===== src/pcm_consts.svh =====
`ifndef PCM_CONSTS_SVH
`define PCM_CONSTS_SVH

// register byte offsets
`define PCM_SCER 8'h00
`define PCM_SCDR 8'h04
`define PCM_SCSR 8'h08
`define PCM_PCER 8'h10
`define PCM_PCDR 8'h14
`define PCM_PCSR 8'h18
`define PCM_MOR 8'h20
`define PCM_MCFR 8'h24
`define PCM_PLLR 8'h2c
`define PCM_MCKR 8'h30
`define PCM_PCK0 8'h40
`define PCM_PCK1 8'h44
`define PCM_PCK2 8'h48
`define PCM_IER 8'h60
`define PCM_IDR 8'h64
`define PCM_SR 8'h68
`define PCM_IMR 8'h6c

// system clock bits
`define PCM_SC_CPU 0
`define PCM_SC_USB 7
`define PCM_SC_PROG 8

// status bits
`define PCM_SR_OSC 0
`define PCM_SR_LOCK 2
`define PCM_SR_MRDY 3
`define PCM_SR_PRDY 8
`define PCM_SR_W 11

// clock source encodings
`define PCM_SRC_SLOW 2'h0
`define PCM_SRC_MAIN 2'h1
`define PCM_SRC_PLL 2'h3

// oscillator config fields
`define PCM_MOR_EN 0
`define PCM_MOR_CNT_LO 8

// timing
`define PCM_OSC_DIV_LAST 3'h7
`define PCM_MEAS_LAST 5'h0f
`define PCM_CLOCK_DIVIDE_POWER_MAX 3'h6
`define PCM_NPROG 3

// bus answers
`define PCM_RESP_OKAY 2'h0
`define PCM_RESP_SLVERR 2'h2

`endif


===== src/pcm_pkg.sv =====
package pcm_pkg;

	typedef struct packed {
		logic [2:0] clock_divide_power;
		logic [1:0] src;
	} pcm_clksel_t;

	typedef struct packed {
		logic [1:0] usbRatio;
		logic pad;
		logic [10:0] factor;
		logic [1:0] range;
		logic [5:0] lockCount;
		logic [7:0] div;
	} pcm_pll_t;

endpackage


===== src/pcm_power_clock_manager.sv =====
// Summary of operation
// - master clock: chosen source, divided 1 to 64
// - master config write clears ready until established
// - cpu clock on/off by enable/disable, readable
// - cpu clock runs after reset, wakes on interrupt
// - cpu clock stops after current instruction ends
// - usb clock gated after lock, status shown
// - per-peripheral master clock gates with status
// - peripheral gate stops at once, off after reset
// - gate bit index equals peripheral identifier
// - three outputs, own source and divider
// - write one enables or disables each output
// - ready flag when output matches its config
// - oscillator enable, start-up eight times count
// - measurement counts main cycles over sixteen slow
// - pll input divider 0 to 255, zero off
// - pll factor 0 to 2047, zero off
// - lock after programmed slow cycles following write
// - pll reprogramming drops lock until relocked
// - usb divider divides pll by 1, 2, 4
// - oscillator counter on slow clock over eight
// - lock counter decrements per slow cycle
// - pll master source falls back to main while unlocked
`timescale 1ns/1ps
`default_nettype none
`include "pcm_consts.svh"

module pcm_power_clock_manager
	import pcm_pkg::*;
#(
	parameter int NPERIPH = 32
)
(
	input wire logic clk,
	input wire logic rst_n,
	input wire logic [7:0] awaddr,
	input wire logic awvalid,
	output logic awready,
	input wire logic [31:0] wdata,
	input wire logic [3:0] wstrb,
	input wire logic wvalid,
	output logic wready,
	output logic [1:0] bresp,
	output logic bvalid,
	input wire logic bready,
	input wire logic [7:0] araddr,
	input wire logic arvalid,
	output logic arready,
	output logic [31:0] rdata,
	output logic [1:0] rresp,
	output logic rvalid,
	input wire logic rready,
	input wire logic slowClkIn,
	input wire logic mainClkIn,
	input wire logic pllClkIn,
	input wire logic irqWake,
	input wire logic instrDone,
	output logic masterClkEn,
	output logic cpuClkEn,
	output logic usbClkEn,
	output logic [NPERIPH-1:0] periphClkEn,
	output logic [`PCM_NPROG-1:0] progClkEn,
	output logic oscEnable,
	output logic [7:0] pllDivider,
	output logic [10:0] pllFactor,
	output logic [1:0] pllRange,
	output logic pmcIrq
);

	function automatic logic [31:0] laneMask(input logic [3:0] s);
		return {{8{s[3]}}, {8{s[2]}}, {8{s[1]}}, {8{s[0]}}};
	endfunction

	function automatic logic [31:0] merge(input logic [31:0] old,
		input logic [31:0] nw, input logic [31:0] m);
		return (old & ~m) | (nw & m);
	endfunction

	function automatic logic pickTick(input logic [1:0] sel,
		input logic s, input logic m, input logic p);
		case (sel)
			`PCM_SRC_SLOW: pickTick = s;
			`PCM_SRC_MAIN: pickTick = m;
			`PCM_SRC_PLL: pickTick = p;
			default: pickTick = 1'b0;
		endcase
	endfunction

	function automatic logic known(input logic [7:0] a);
		case (a)
			`PCM_SCER, `PCM_SCDR, `PCM_SCSR, `PCM_PCER, `PCM_PCDR,
			`PCM_PCSR, `PCM_MOR, `PCM_MCFR, `PCM_PLLR, `PCM_MCKR,
			`PCM_PCK0, `PCM_PCK1, `PCM_PCK2, `PCM_IER, `PCM_IDR,
			`PCM_SR, `PCM_IMR: known = 1'b1;
			default: known = 1'b0;
		endcase
	endfunction

	// clock pin synchronisers and edge detect
	logic [2:0] clkMeta, clkSync, clkPrev;
	logic slowTick, mainTick, pllTick;

	always_ff @(posedge clk)
	begin
		if (!rst_n)
		begin
			clkMeta <= 3'h0;
			clkSync <= 3'h0;
			clkPrev <= 3'h0;
		end
		else
		begin
			clkMeta <= {pllClkIn, mainClkIn, slowClkIn};
			clkSync <= clkMeta;
			clkPrev <= clkSync;
		end
	end

	assign slowTick = clkSync[0] & ~clkPrev[0];
	assign mainTick = clkSync[1] & ~clkPrev[1];
	assign pllTick = clkSync[2] & ~clkPrev[2];

	// bus slave
	logic awHave, wHave;
	logic [7:0] wrAddr;
	logic [31:0] wrData, wrMask, wSet;
	logic wrEn;

	assign awready = !awHave && !bvalid;
	assign wready = !wHave && !bvalid;
	assign arready = !rvalid;
	assign wrEn = awHave && wHave && !bvalid;
	assign wSet = wrData & wrMask;

	always_ff @(posedge clk)
	begin
		if (!rst_n)
		begin
			awHave <= 1'b0;
			wHave <= 1'b0;
			wrAddr <= 8'h0;
			wrData <= 32'h0;
			wrMask <= 32'h0;
			bvalid <= 1'b0;
			bresp <= `PCM_RESP_OKAY;
		end
		else
		begin
			if (awvalid && awready)
			begin
				awHave <= 1'b1;
				wrAddr <= {awaddr[7:2], 2'b00};
			end
			if (wvalid && wready)
			begin
				wHave <= 1'b1;
				wrData <= wdata;
				wrMask <= laneMask(wstrb);
			end
			if (wrEn)
			begin
				awHave <= 1'b0;
				wHave <= 1'b0;
				bvalid <= 1'b1;
				bresp <= known(wrAddr) ? `PCM_RESP_OKAY : `PCM_RESP_SLVERR;
			end
			else if (bvalid && bready)
				bvalid <= 1'b0;
		end
	end

	logic wrScer, wrScdr, wrMcc, wrPll, wrMor;
	logic [`PCM_NPROG-1:0] wrPck;
	assign wrScer = wrEn && wrAddr == `PCM_SCER;
	assign wrScdr = wrEn && wrAddr == `PCM_SCDR;
	assign wrMcc = wrEn && wrAddr == `PCM_MCKR;
	assign wrPll = wrEn && wrAddr == `PCM_PLLR;
	assign wrMor = wrEn && wrAddr == `PCM_MOR;
	assign wrPck = {wrEn && wrAddr == `PCM_PCK2,
		wrEn && wrAddr == `PCM_PCK1, wrEn && wrAddr == `PCM_PCK0};

	// system clock enables
	logic cpuOn, cpuStopPending, usbOn;
	logic [`PCM_NPROG-1:0] progOn;
	logic [NPERIPH-1:0] periphOn;
	logic [`PCM_NPROG-1:0] progSet, progClr;

	assign progSet = wrScer ? wSet[`PCM_SC_PROG +: `PCM_NPROG] : '0;
	assign progClr = wrScdr ? wSet[`PCM_SC_PROG +: `PCM_NPROG] : '0;

	always_ff @(posedge clk)
	begin
		if (!rst_n)
		begin
			cpuOn <= 1'b1;
			cpuStopPending <= 1'b0;
		end
		else if (irqWake || (wrScer && wSet[`PCM_SC_CPU]))
		begin
			cpuOn <= 1'b1;
			cpuStopPending <= 1'b0;
		end
		else if (cpuStopPending && instrDone)
		begin
			cpuOn <= 1'b0;
			cpuStopPending <= 1'b0;
		end
		else if (wrScdr && wSet[`PCM_SC_CPU] && cpuOn)
			cpuStopPending <= 1'b1;
	end

	always_ff @(posedge clk)
	begin
		if (!rst_n)
		begin
			usbOn <= 1'b0;
			progOn <= '0;
			periphOn <= '0;
		end
		else
		begin
			if (wrScer && wSet[`PCM_SC_USB])
				usbOn <= 1'b1;
			else if (wrScdr && wSet[`PCM_SC_USB])
				usbOn <= 1'b0;
			progOn <= (progOn & ~progClr) | progSet;
			if (wrEn && wrAddr == `PCM_PCER)
				periphOn <= periphOn | wSet[NPERIPH-1:0];
			else if (wrEn && wrAddr == `PCM_PCDR)
				periphOn <= periphOn & ~wSet[NPERIPH-1:0];
		end
	end

	// main oscillator start-up
	logic oscEn, oscStable;
	logic [7:0] oscCountCfg, oscCount;
	logic [2:0] oscDiv;
	logic [31:0] morNew;

	assign morNew = merge({16'h0, oscCountCfg, 7'h0, oscEn}, wrData, wrMask);

	always_ff @(posedge clk)
	begin
		if (!rst_n)
		begin
			oscEn <= 1'b0;
			oscCountCfg <= 8'h0;
			oscCount <= 8'h0;
			oscDiv <= 3'h0;
			oscStable <= 1'b0;
		end
		else if (wrMor)
		begin
			oscEn <= morNew[`PCM_MOR_EN];
			oscCountCfg <= morNew[`PCM_MOR_CNT_LO +: 8];
			oscCount <= morNew[`PCM_MOR_CNT_LO +: 8];
			oscDiv <= 3'h0;
			oscStable <= 1'b0;
		end
		else if (oscEn && !oscStable && slowTick)
		begin
			if (oscDiv == `PCM_OSC_DIV_LAST)
			begin
				oscDiv <= 3'h0;
				if (oscCount <= 8'h1)
					oscStable <= 1'b1;
				if (oscCount != 8'h0)
					oscCount <= oscCount - 8'h1;
			end
			else
				oscDiv <= oscDiv + 3'h1;
		end
	end

	// main clock frequency measurement
	logic measOn, measRdy;
	logic [15:0] measCnt;
	logic [4:0] measPer;

	always_ff @(posedge clk)
	begin
		if (!rst_n || !oscStable)
		begin
			measOn <= 1'b0;
			measRdy <= 1'b0;
			measCnt <= 16'h0;
			measPer <= 5'h0;
		end
		else if (!measOn && !measRdy && slowTick)
		begin
			measOn <= 1'b1;
			measCnt <= 16'h0;
			measPer <= 5'h0;
		end
		else if (measOn)
		begin
			measCnt <= measCnt + {15'h0, mainTick};
			if (slowTick)
			begin
				if (measPer == `PCM_MEAS_LAST)
				begin
					measOn <= 1'b0;
					measRdy <= 1'b1;
				end
				else
					measPer <= measPer + 5'h1;
			end
		end
	end

	// pll configuration and lock counter
	pcm_pll_t pllCfg, pllNew;
	logic [5:0] lockCnt;
	logic lock, pllOn;

	assign pllNew = pcm_pll_t'(merge({2'h0, pllCfg}, wrData, wrMask));
	assign pllOn = pllCfg.factor != 11'h0 && pllCfg.div != 8'h0;

	always_ff @(posedge clk)
	begin
		if (!rst_n)
		begin
			pllCfg <= '0;
			lockCnt <= 6'h0;
			lock <= 1'b0;
		end
		else if (wrPll)
		begin
			pllCfg <= pllNew;
			pllCfg.pad <= 1'b0;
			lockCnt <= pllNew.lockCount;
			lock <= 1'b0;
		end
		else if (pllOn && !lock && slowTick)
		begin
			if (lockCnt <= 6'h1)
				lock <= 1'b1;
			if (lockCnt != 6'h0)
				lockCnt <= lockCnt - 6'h1;
		end
	end

	// master clock selection and prescaler
	pcm_clksel_t mcc;
	logic [1:0] effSrc, effPrev;
	logic pllWait, mRestart, masterTick, masterReady;

	assign pllWait = mcc.src == `PCM_SRC_PLL && !lock;
	assign effSrc = pllWait ? `PCM_SRC_MAIN : mcc.src;
	assign mRestart = wrMcc || effSrc != effPrev;

	pcm_prescaler masterDiv (
		.clk(clk),
		.rst_n(rst_n),
		.restart(mRestart),
		.srcTick(pickTick(effSrc, slowTick, mainTick, pllTick)),
		.clock_divide_power(mcc.clock_divide_power),
		.outTick(masterTick)
	);

	always_ff @(posedge clk)
	begin
		if (!rst_n)
		begin
			mcc <= '0;
			effPrev <= `PCM_SRC_SLOW;
			masterReady <= 1'b1;
		end
		else
		begin
			if (wrMcc)
				mcc <= pcm_clksel_t'(merge({27'h0, mcc}, wrData, wrMask));
			effPrev <= effSrc;
			if (mRestart || pllWait)
				masterReady <= 1'b0;
			else if (masterTick)
				masterReady <= 1'b1;
		end
	end

	// usb clock divider
	logic usbTick;
	logic [2:0] usbPres;
	assign usbPres = (pllCfg.usbRatio == 2'h0) ? 3'h0 :
		(pllCfg.usbRatio == 2'h1) ? 3'h1 : 3'h2;

	pcm_prescaler usb_clock_ratio (
		.clk(clk),
		.rst_n(rst_n),
		.restart(wrPll),
		.srcTick(pllTick && lock),
		.clock_divide_power(usbPres),
		.outTick(usbTick)
	);

	// programmable clock outputs
	pcm_clksel_t progCfg [`PCM_NPROG];
	logic [`PCM_NPROG-1:0] progTick, progRdy;

	for (genvar i = 0; i < `PCM_NPROG; i++)
	begin : gProg
		pcm_prescaler progDiv (
			.clk(clk),
			.rst_n(rst_n),
			.restart(wrPck[i] || !progOn[i]),
			.srcTick(pickTick(progCfg[i].src, slowTick, mainTick,
				pllTick)),
			.clock_divide_power(progCfg[i].clock_divide_power),
			.outTick(progTick[i])
		);
	end

	always_ff @(posedge clk)
	begin
		if (!rst_n)
		begin
			for (int i = 0; i < `PCM_NPROG; i++)
				progCfg[i] <= '0;
			progRdy <= '0;
		end
		else
		begin
			for (int i = 0; i < `PCM_NPROG; i++)
			begin
				if (wrPck[i])
					progCfg[i] <= pcm_clksel_t'(merge({27'h0, progCfg[i]},
						wrData, wrMask));
				if (wrPck[i] || !progOn[i])
					progRdy[i] <= 1'b0;
				else if (progTick[i])
					progRdy[i] <= 1'b1;
			end
		end
	end

	// interrupt mask and status
	logic [`PCM_SR_W-1:0] status, imr;
	assign status = {progRdy, 4'h0, masterReady, lock, 1'b0, oscStable};

	always_ff @(posedge clk)
	begin
		if (!rst_n)
		begin
			imr <= '0;
			pmcIrq <= 1'b0;
		end
		else
		begin
			if (wrEn && wrAddr == `PCM_IER)
				imr <= imr | wSet[`PCM_SR_W-1:0];
			else if (wrEn && wrAddr == `PCM_IDR)
				imr <= imr & ~wSet[`PCM_SR_W-1:0];
			pmcIrq <= |(status & imr);
		end
	end

	// gated clock enables
	always_ff @(posedge clk)
	begin
		if (!rst_n)
		begin
			masterClkEn <= 1'b0;
			cpuClkEn <= 1'b0;
			usbClkEn <= 1'b0;
			periphClkEn <= '0;
			progClkEn <= '0;
		end
		else
		begin
			masterClkEn <= masterTick;
			cpuClkEn <= masterTick && cpuOn;
			usbClkEn <= usbTick && usbOn;
			periphClkEn <= {NPERIPH{masterTick}} & periphOn;
			progClkEn <= progTick & progOn;
		end
	end

	assign oscEnable = oscEn;
	assign pllDivider = pllCfg.div;
	assign pllFactor = pllCfg.factor;
	assign pllRange = pllCfg.range;

	// read path
	logic [31:0] rdNext;
	always_comb
	begin
		case ({araddr[7:2], 2'b00})
			`PCM_SCSR: rdNext = {21'h0, progOn, usbOn, 6'h0, cpuOn};
			`PCM_PCSR: rdNext = 32'(periphOn);
			`PCM_MOR: rdNext = {16'h0, oscCountCfg, 7'h0, oscEn};
			`PCM_MCFR: rdNext = {15'h0, measRdy, measCnt};
			`PCM_PLLR: rdNext = {2'h0, pllCfg};
			`PCM_MCKR: rdNext = {27'h0, mcc};
			`PCM_PCK0: rdNext = {27'h0, progCfg[0]};
			`PCM_PCK1: rdNext = {27'h0, progCfg[1]};
			`PCM_PCK2: rdNext = {27'h0, progCfg[2]};
			`PCM_SR: rdNext = {21'h0, status};
			`PCM_IMR: rdNext = {21'h0, imr};
			default: rdNext = 32'h0;
		endcase
	end

	always_ff @(posedge clk)
	begin
		if (!rst_n)
		begin
			rvalid <= 1'b0;
			rdata <= 32'h0;
			rresp <= `PCM_RESP_OKAY;
		end
		else if (arvalid && arready)
		begin
			rvalid <= 1'b1;
			rdata <= rdNext;
			rresp <= known({araddr[7:2], 2'b00}) ? `PCM_RESP_OKAY :
				`PCM_RESP_SLVERR;
		end
		else if (rvalid && rready)
			rvalid <= 1'b0;
	end

endmodule
`default_nettype wire


===== src/pcm_prescaler.sv =====
`timescale 1ns/1ps
`default_nettype none
`include "pcm_consts.svh"

module pcm_prescaler
	import pcm_pkg::*;
(
	input wire logic clk,
	input wire logic rst_n,
	input wire logic restart,
	input wire logic srcTick,
	input wire logic [2:0] clock_divide_power,
	output logic outTick
);

	logic [5:0] cnt;
	logic [5:0] limit;
	logic [2:0] presClamp;

	// power of two divide, 1 to 64
	always_comb
	begin
		presClamp = (clock_divide_power > `PCM_CLOCK_DIVIDE_POWER_MAX) ? `PCM_CLOCK_DIVIDE_POWER_MAX : clock_divide_power;
		limit = 6'((7'h1 << presClamp) - 7'h1);
	end

	always_ff @(posedge clk)
	begin
		if (!rst_n || restart)
		begin
			cnt <= 6'h0;
			outTick <= 1'b0;
		end
		else
		begin
			outTick <= 1'b0;
			if (srcTick)
			begin
				if (cnt == limit)
				begin
					cnt <= 6'h0;
					outTick <= 1'b1;
				end
				else
					cnt <= cnt + 6'h1;
			end
		end
	end

endmodule
`default_nettype wire


===== config.mk =====
export PLATFORM = sky130hd
export DESIGN_NAME = pcm_power_clock_manager
export DESIGN_NICKNAME = d
export VERILOG_FILES = /design/src/pcm_pkg.sv /design/src/pcm_power_clock_manager.sv /design/src/pcm_prescaler.sv
export VERILOG_INCLUDE_DIRS = /design/src /design/src/src
export SDC_FILE = /design/constraint.sdc
export NUM_CORES = 1
export LEC_CHECK = 0
export ABC_AREA = 1
export CAP_MARGIN = 10
export CORE_MARGIN = 4
export CORE_UTILIZATION = 46
export CTS_BUF_LIST = sky130_fd_sc_hd__clkbuf_8
export CTS_CLUSTER_DIAMETER = 30
export DETAILED_ROUTE_END_ITERATION = 7
export DONT_BUFFER_PORTS = 1
export HOLD_SLACK_MARGIN = 0.1
export PLACE_DENSITY = 0.71
export SKIP_CTS_REPAIR_TIMING = 1
export SLEW_MARGIN = 10
export SYNTH_ARGS = -nofsm -noshare
export SYNTH_HDL_FRONTEND = slang
export SYNTH_HIERARCHICAL = 1
export SYNTH_SLANG_ARGS = --single-unit

===== constraint.sdc =====
create_clock -name clk -period 5.5 [get_ports clk]
set_input_delay 1.65 -clock clk [delete_from_list [all_inputs] [get_ports clk]]
set_output_delay 1.65 -clock clk [all_outputs]
set_load 0.01 [all_outputs]

# Word-level counts from Yosys, hierarchy flattened
# Memory sizes are Yosys's and may differ from the RTL's.
# Index checks and enable logic that the tools add are counted.
[totals] ff_bits=326 latch_bits=0 mem_bits_rw=15 mem_bits_ro=0 out_inout_bits=102 wordCells=356 mem_count=1
[memory_table] name="progCfg" depth=3 width=5 rd=3 rd_clocked_by_memory_dff=0 wr=3 line_no="pcm_power_clock_manager.sv:397" rtl="pcm_clksel_t progCfg [`PCM_NPROG];"
[classes] add_sub_neg=15 mul=0 n_div=0 magnitude_cmp=7 eq_ne=50 n_shift=5 n_mux=70 n_bitwise=43 n_reduce_logical=107
[op_table] operator="$pmux 32 s11" n=1
[op_table] operator="$and 32x32->32" n=3
[op_table] operator="$eq 6x5->1 const B" n=14
[op_table] operator="$mux 32" n=2
[op_table] operator="$eq 6x4->1 const B" n=8
[op_table] operator="$mux 6" n=8
[op_table] operator="$logic_and 1x1->1" n=38
[op_table] operator="$eq 6x3->1 const B" n=6
[op_table] operator="$sub 6x1->6 const B" n=6
[op_table] operator="$reduce_or 17->1" n=2
[op_table] operator="$mux 1" n=33
[op_table] operator="$mux 8" n=4
[op_table] operator="$not 32->32" n=1
[op_table] operator="$or 32x32->32" n=1
[op_table] operator="$add 6x1->6 const B" n=5
[op_table] operator="$and 30x30->30" n=1
[op_table] operator="$eq 6x6->1" n=5
[op_table] operator="$not 30->30" n=1
[op_table] operator="$or 30x30->30" n=1
[op_table] operator="$shl 1x3->6 const A" n=5
[op_table] operator="$reduce_or 2->1" n=13
[op_table] operator="$mux 3" n=8
[op_table] operator="$and 11x11->11" n=2
[op_table] operator="$mux 11" n=2
[op_table] operator="other kinds (44)" n=127

# Logic depth before layout (Yosys ltp)
[logic_depth] word_depth=9 mapped_depth=13 ltp_nobuf=13

# By module
# The synthesis kept the hierarchy.
[modules_own_cells] module="pcm_power_clock_manager" instances=1 cells_each=1688 area_each_um2=12304.3
[modules_own_cells] module="pcm_prescaler" instances=5 cells_each=61 area_each_um2=442.9

# Least setup slack after synthesis
# OpenSTA, ideal clock, no wires.
[synth_path] kind="input port to flip-flop" from="input port rst_n" to="memory progCfg[0][10] (netlist bit) (enable)" arrival_time_ns=2.553 required_ns=5.220 setup_slack_ns=2.667 stages=4 path_cell_list="clkbuf_1 clkbuf_1 clkbuf_1 nand2_1"
[synth_lines] element="from (decl)" line_no="pcm_power_clock_manager.sv:35" rtl="input wire logic rst_n,"
[synth_lines] element="to (decl)" line_no="pcm_power_clock_manager.sv:397"

# Worst setup path after layout
[layout_path] from="register bvalid" to="output port wready"
[layout_via] elab_chain_cells=2
[layout_lines] element="from (decl)" line_no="pcm_power_clock_manager.sv:44" rtl="output logic bvalid,"
[layout_lines] element="from (signal assigned)" line_no="pcm_power_clock_manager.sv:144" rtl="bvalid <= 1'b0;"
[layout_lines] element="from (signal assigned)" line_no="pcm_power_clock_manager.sv:164" rtl="bvalid <= 1'b1;"
[layout_lines] element="from (signal assigned)" line_no="pcm_power_clock_manager.sv:168" rtl="bvalid <= 1'b0;"
[layout_lines] element="$logic_not 1->1" line_no="pcm_power_clock_manager.sv:130" rtl="assign wready = !wHave && !bvalid;"
[layout_lines] element="$logic_and 1x1->1" line_no="pcm_power_clock_manager.sv:130"
[layout_lines] element="to (decl)" line_no="pcm_power_clock_manager.sv:42" rtl="output logic wready,"
# Every way passes these cells.

==> out/qor_table.md <==
| Quantity | Reported |
|---|---|
| Vias in the first global route | 12600 |
| Cell leakage power | 6.54 nW |
| Overflow left after global routing | 0 |
| WP depth | 1 |
| Fillers | 2929 |
| Area Growth Syn to Fin | 12.6% |
| Final GP Congestion | 0.924 |
| P per Cell Area | 357 nW/µm² |
| Number of detailed-routing iterations run before antenna repair | 5 |
| Height of the die | 186 µm |
| Final Net Count | 2063 |
| Largest voltage drop on the vdd net | 0.221 mV |
| Number of synthesized register bits | 318 |
| Number of enable-type register cells in the synthesized netlist | 15 |
| Via total after detailed routing | 13000 |
| Clock-pin slew of the registers on the worst-case setup and hold paths | 0.06 ns |
| CP Data Arrival Time | 1.40 ns |
| Total of warnings raised by yosys | 6 |
| Outcome | finished clean |
| CP Class | reg -> out |
| Kind of end point of the critical path | primary output |
| Cells after synthesis | 1993 |
| Layout cell share with drive strength beyond 1 | 11.0% |
| Number of cell rows | 64 |
| Total GRT Usage | 23.3% |
| Startpoint class of the critical path | flip-flop |
| Fraction of the yosys area taken by sequential cells | 44.9% |
| Mean cell area of the mapped netlist | 7.28 µm² |
| Largest driver fanout on the critical path | 5 |
| Maximum number of pins on one net before global-route repair | 130 |
| Worst Hold Depth | 2 |
| Synth Cell Area | 14500 µm² |
| Die span in x | 186 µm |
| Residual DRC count | 0 |
| Setup repair after global routing missed its margin | no |
| Post-route ant nets | 0 |
| Io pins | 166 |
| Maximum buffer depth of the clock tree | 3 |
| Proportion of register bits with asynchronous set or reset after synthesis | 0% |
| Yosys cell types | 49 |
| End of the critical path | wready |
| Number of vias per cell | 5.34 |
| CP Cell Sequence | nor2_1 |
| Setup_tns | 0 ns |
| Reg-to-reg endpoint | masterDiv/cnt[3] |
| Worst Max-Slew Pin Slew | 1.05 ns |
| Initial core utilization | 47.1% |
| Slack of the worst reg-to-reg path | 2.84 ns |
| Commonest register cell after synthesis | dfxtp_1 |
| Start of the worst register-to-register path | clkSync[2] |
| Later-pin clock latency in the skew report | 0.61 ns |
| Utilization after layout | 53.0% |
| Number of input and output port buffers inserted | 0 |
| Max_cap viols | 0 |
| Final wirelength | 40.8 mm |
| Drt first-iter violations | 971 |
| Required time worst endpoint | 3.85 ns |
| Max incr delay on CP | 0.41 ns |
| Critical path origin | bvalid |
| Initial antenna violation count | 2 |
| Final max-slew violation count | 0 |
| Highest clock frequency the design can meet | 328 MHz |
| Crit-path slowest cell | nor2_1 |
| Share of the clock period used by the worst path | 55.4% |
| Area enclosed by the die boundary | 34500 µm² |
| Root Driver | clkbuf_8 |
| TritonCTS clock tree | built |
| First-pass GRT wire length | 64.6 mm |
| Core box area | 30800 µm² |
| Path class of the lowest-slack min-delay path | reg -> reg |
| # clock sinks | 318 |
| Clock H-tree levels | 3 |
| Tmin final | 3.05 ns |
| Logic depth of the worst register-to-register path | 11 |
| Family with the most delay on the worst path | simple AND/OR/NAND/NOR gates |
| Average wire length per cell after detail routing | 16.8 µm |
| Worst setup skew after layout | 0.0512 ns |
| Half-perimeter wire length after detailed placement | 29.0 mm |
| Final-report hold violation count | 0 |
| Final setup viols | 0 |
| Slew headroom | 29.0% |
| Critical path buffer and inverter count | 0 |
| Total clock buffers created by CTS | 68 |
==> cells in the mapped netlist, drive strengths merged, types with 5 or more instances <==
cell type    n  area share (%)
nand2      407              11
dfxtp      303              42
nor2       292             8.6
inv        237             6.2
o21ai      195             6.8
a21oi      167             5.8
nand3      102             3.8
clkbuf      56             1.5
buf         40             1.9
nor3        30             1.5
o22ai       29             1.2
nand4       26             1.1
xor2        26             1.6
ha          16             1.4
edfxtp      15             3.1
xnor2       13            0.78
or2          7            0.30
a31oi        6            0.26
o21a         5            0.26
==> where the power goes <==
group | switching [mW] | internal, mW | leakage, nW
clock | 1.14 | 2.03 | 0.907
sequential | 0.0553 | 2.37 | 2.61
combinational | 0.181 | 0.0641 | 3.02
total | 1.38 | 4.47 | 6.54
==> placed cells by master (no fill, tap or decap), drive strengths merged <==
cell      netlist  layout
o211ai          3       3
clkbuf         56      74
or2             7       7
nor2          292     292
a211oi          2       2
o31ai           3       3
o21ai         195     195
o2111ai         1       1
xor2           26      26
nand4          26      26
o22ai          29      29
clkinv          2      14
nand3b          2       2
dfxtp         303     303
edfxtp         15      15
buf            40       8
inv           237     256
conb            1       9
bufinv          0      16
nor4            1       1
nand2         407     407
a21oi         167     167
ha             16      16
diode           0       2
o21a            5       5
nand3         102     102
o311ai          1       1
a31oi           6       6
xnor2          13      13
nor3           30      30
a221oi          1       1
o32ai           3       3
and3            1       1
clkinvlp        0       4
==> stage by stage <==
step                      total power, mW  cell area (µm²)  std cells  setup slack [ns]  hold slack, ns
after floorplan                      2.65            14500       2001              2.67           0.390
after global routing                 6.05            16300       2435              2.31           0.435
after detailed placement             2.71            14600       2309              1.91           0.407
after CTS                            5.89            16300       2434              2.41           0.417
after global placement               2.70            14600       2309              1.93           0.402
final                                5.84            16300       2436              2.45           0.417
==> per-layer routing <==
layer	track usage, %	up-vias	part of all wire [%]
met2	37.8	483	46
li1	-	6410	-
met1	29.2	6009	42
met4	10.5	2	4.1
met5	0	-	0.049
met3	6.02	113	8.2
==> cell families after synthesis <==
| group | synth area share (%) |
|---|---|
| compound gates | 15.1 |
| xor+xnor | 2.35 |
| fa+ha+maj | 1.38 |
| buf+inv | 9.56 |
| flops | 44.9 |
| other cells | 0.0258 |
| simple gates | 26.7 |
==> how the worst min path moves through the flow <==
stage	from	end	slack, ns
2_1_floorplan	clkMeta[0]	clkSync[0]	0.39
3_3_place_gp	clkMeta[1]	clkSync[1]	0.40
3_5_place_dp	clkMeta[1]	clkSync[1]	0.41
4_1_cts	clkMeta[0]	clkSync[0]	0.42
5_1_grt	clkMeta[0]	clkSync[0]	0.44
6_report	clkMeta[1]	clkSync[1]	0.42
==> final cells by class <==
| class | count | area [µm²] | share of cell area, % |
|---|---|---|---|
| diodes | 2 | 5.00 | 0.0306 |
| clock buffers | 74 | 1020 | 6.23 |
| clock inverters | 51 | 704 | 4.31 |
| inverters | 239 | 902 | 5.52 |
| multi-input cells | 1348 | 6650 | 40.7 |
| flip-flops and latches | 318 | 6520 | 39.9 |
| well taps | 396 | 495 | 3.03 |
| repair buffers | 8 | 60.1 | 0.367 |
No activity file was read; power rests on OpenSTA's default activity.
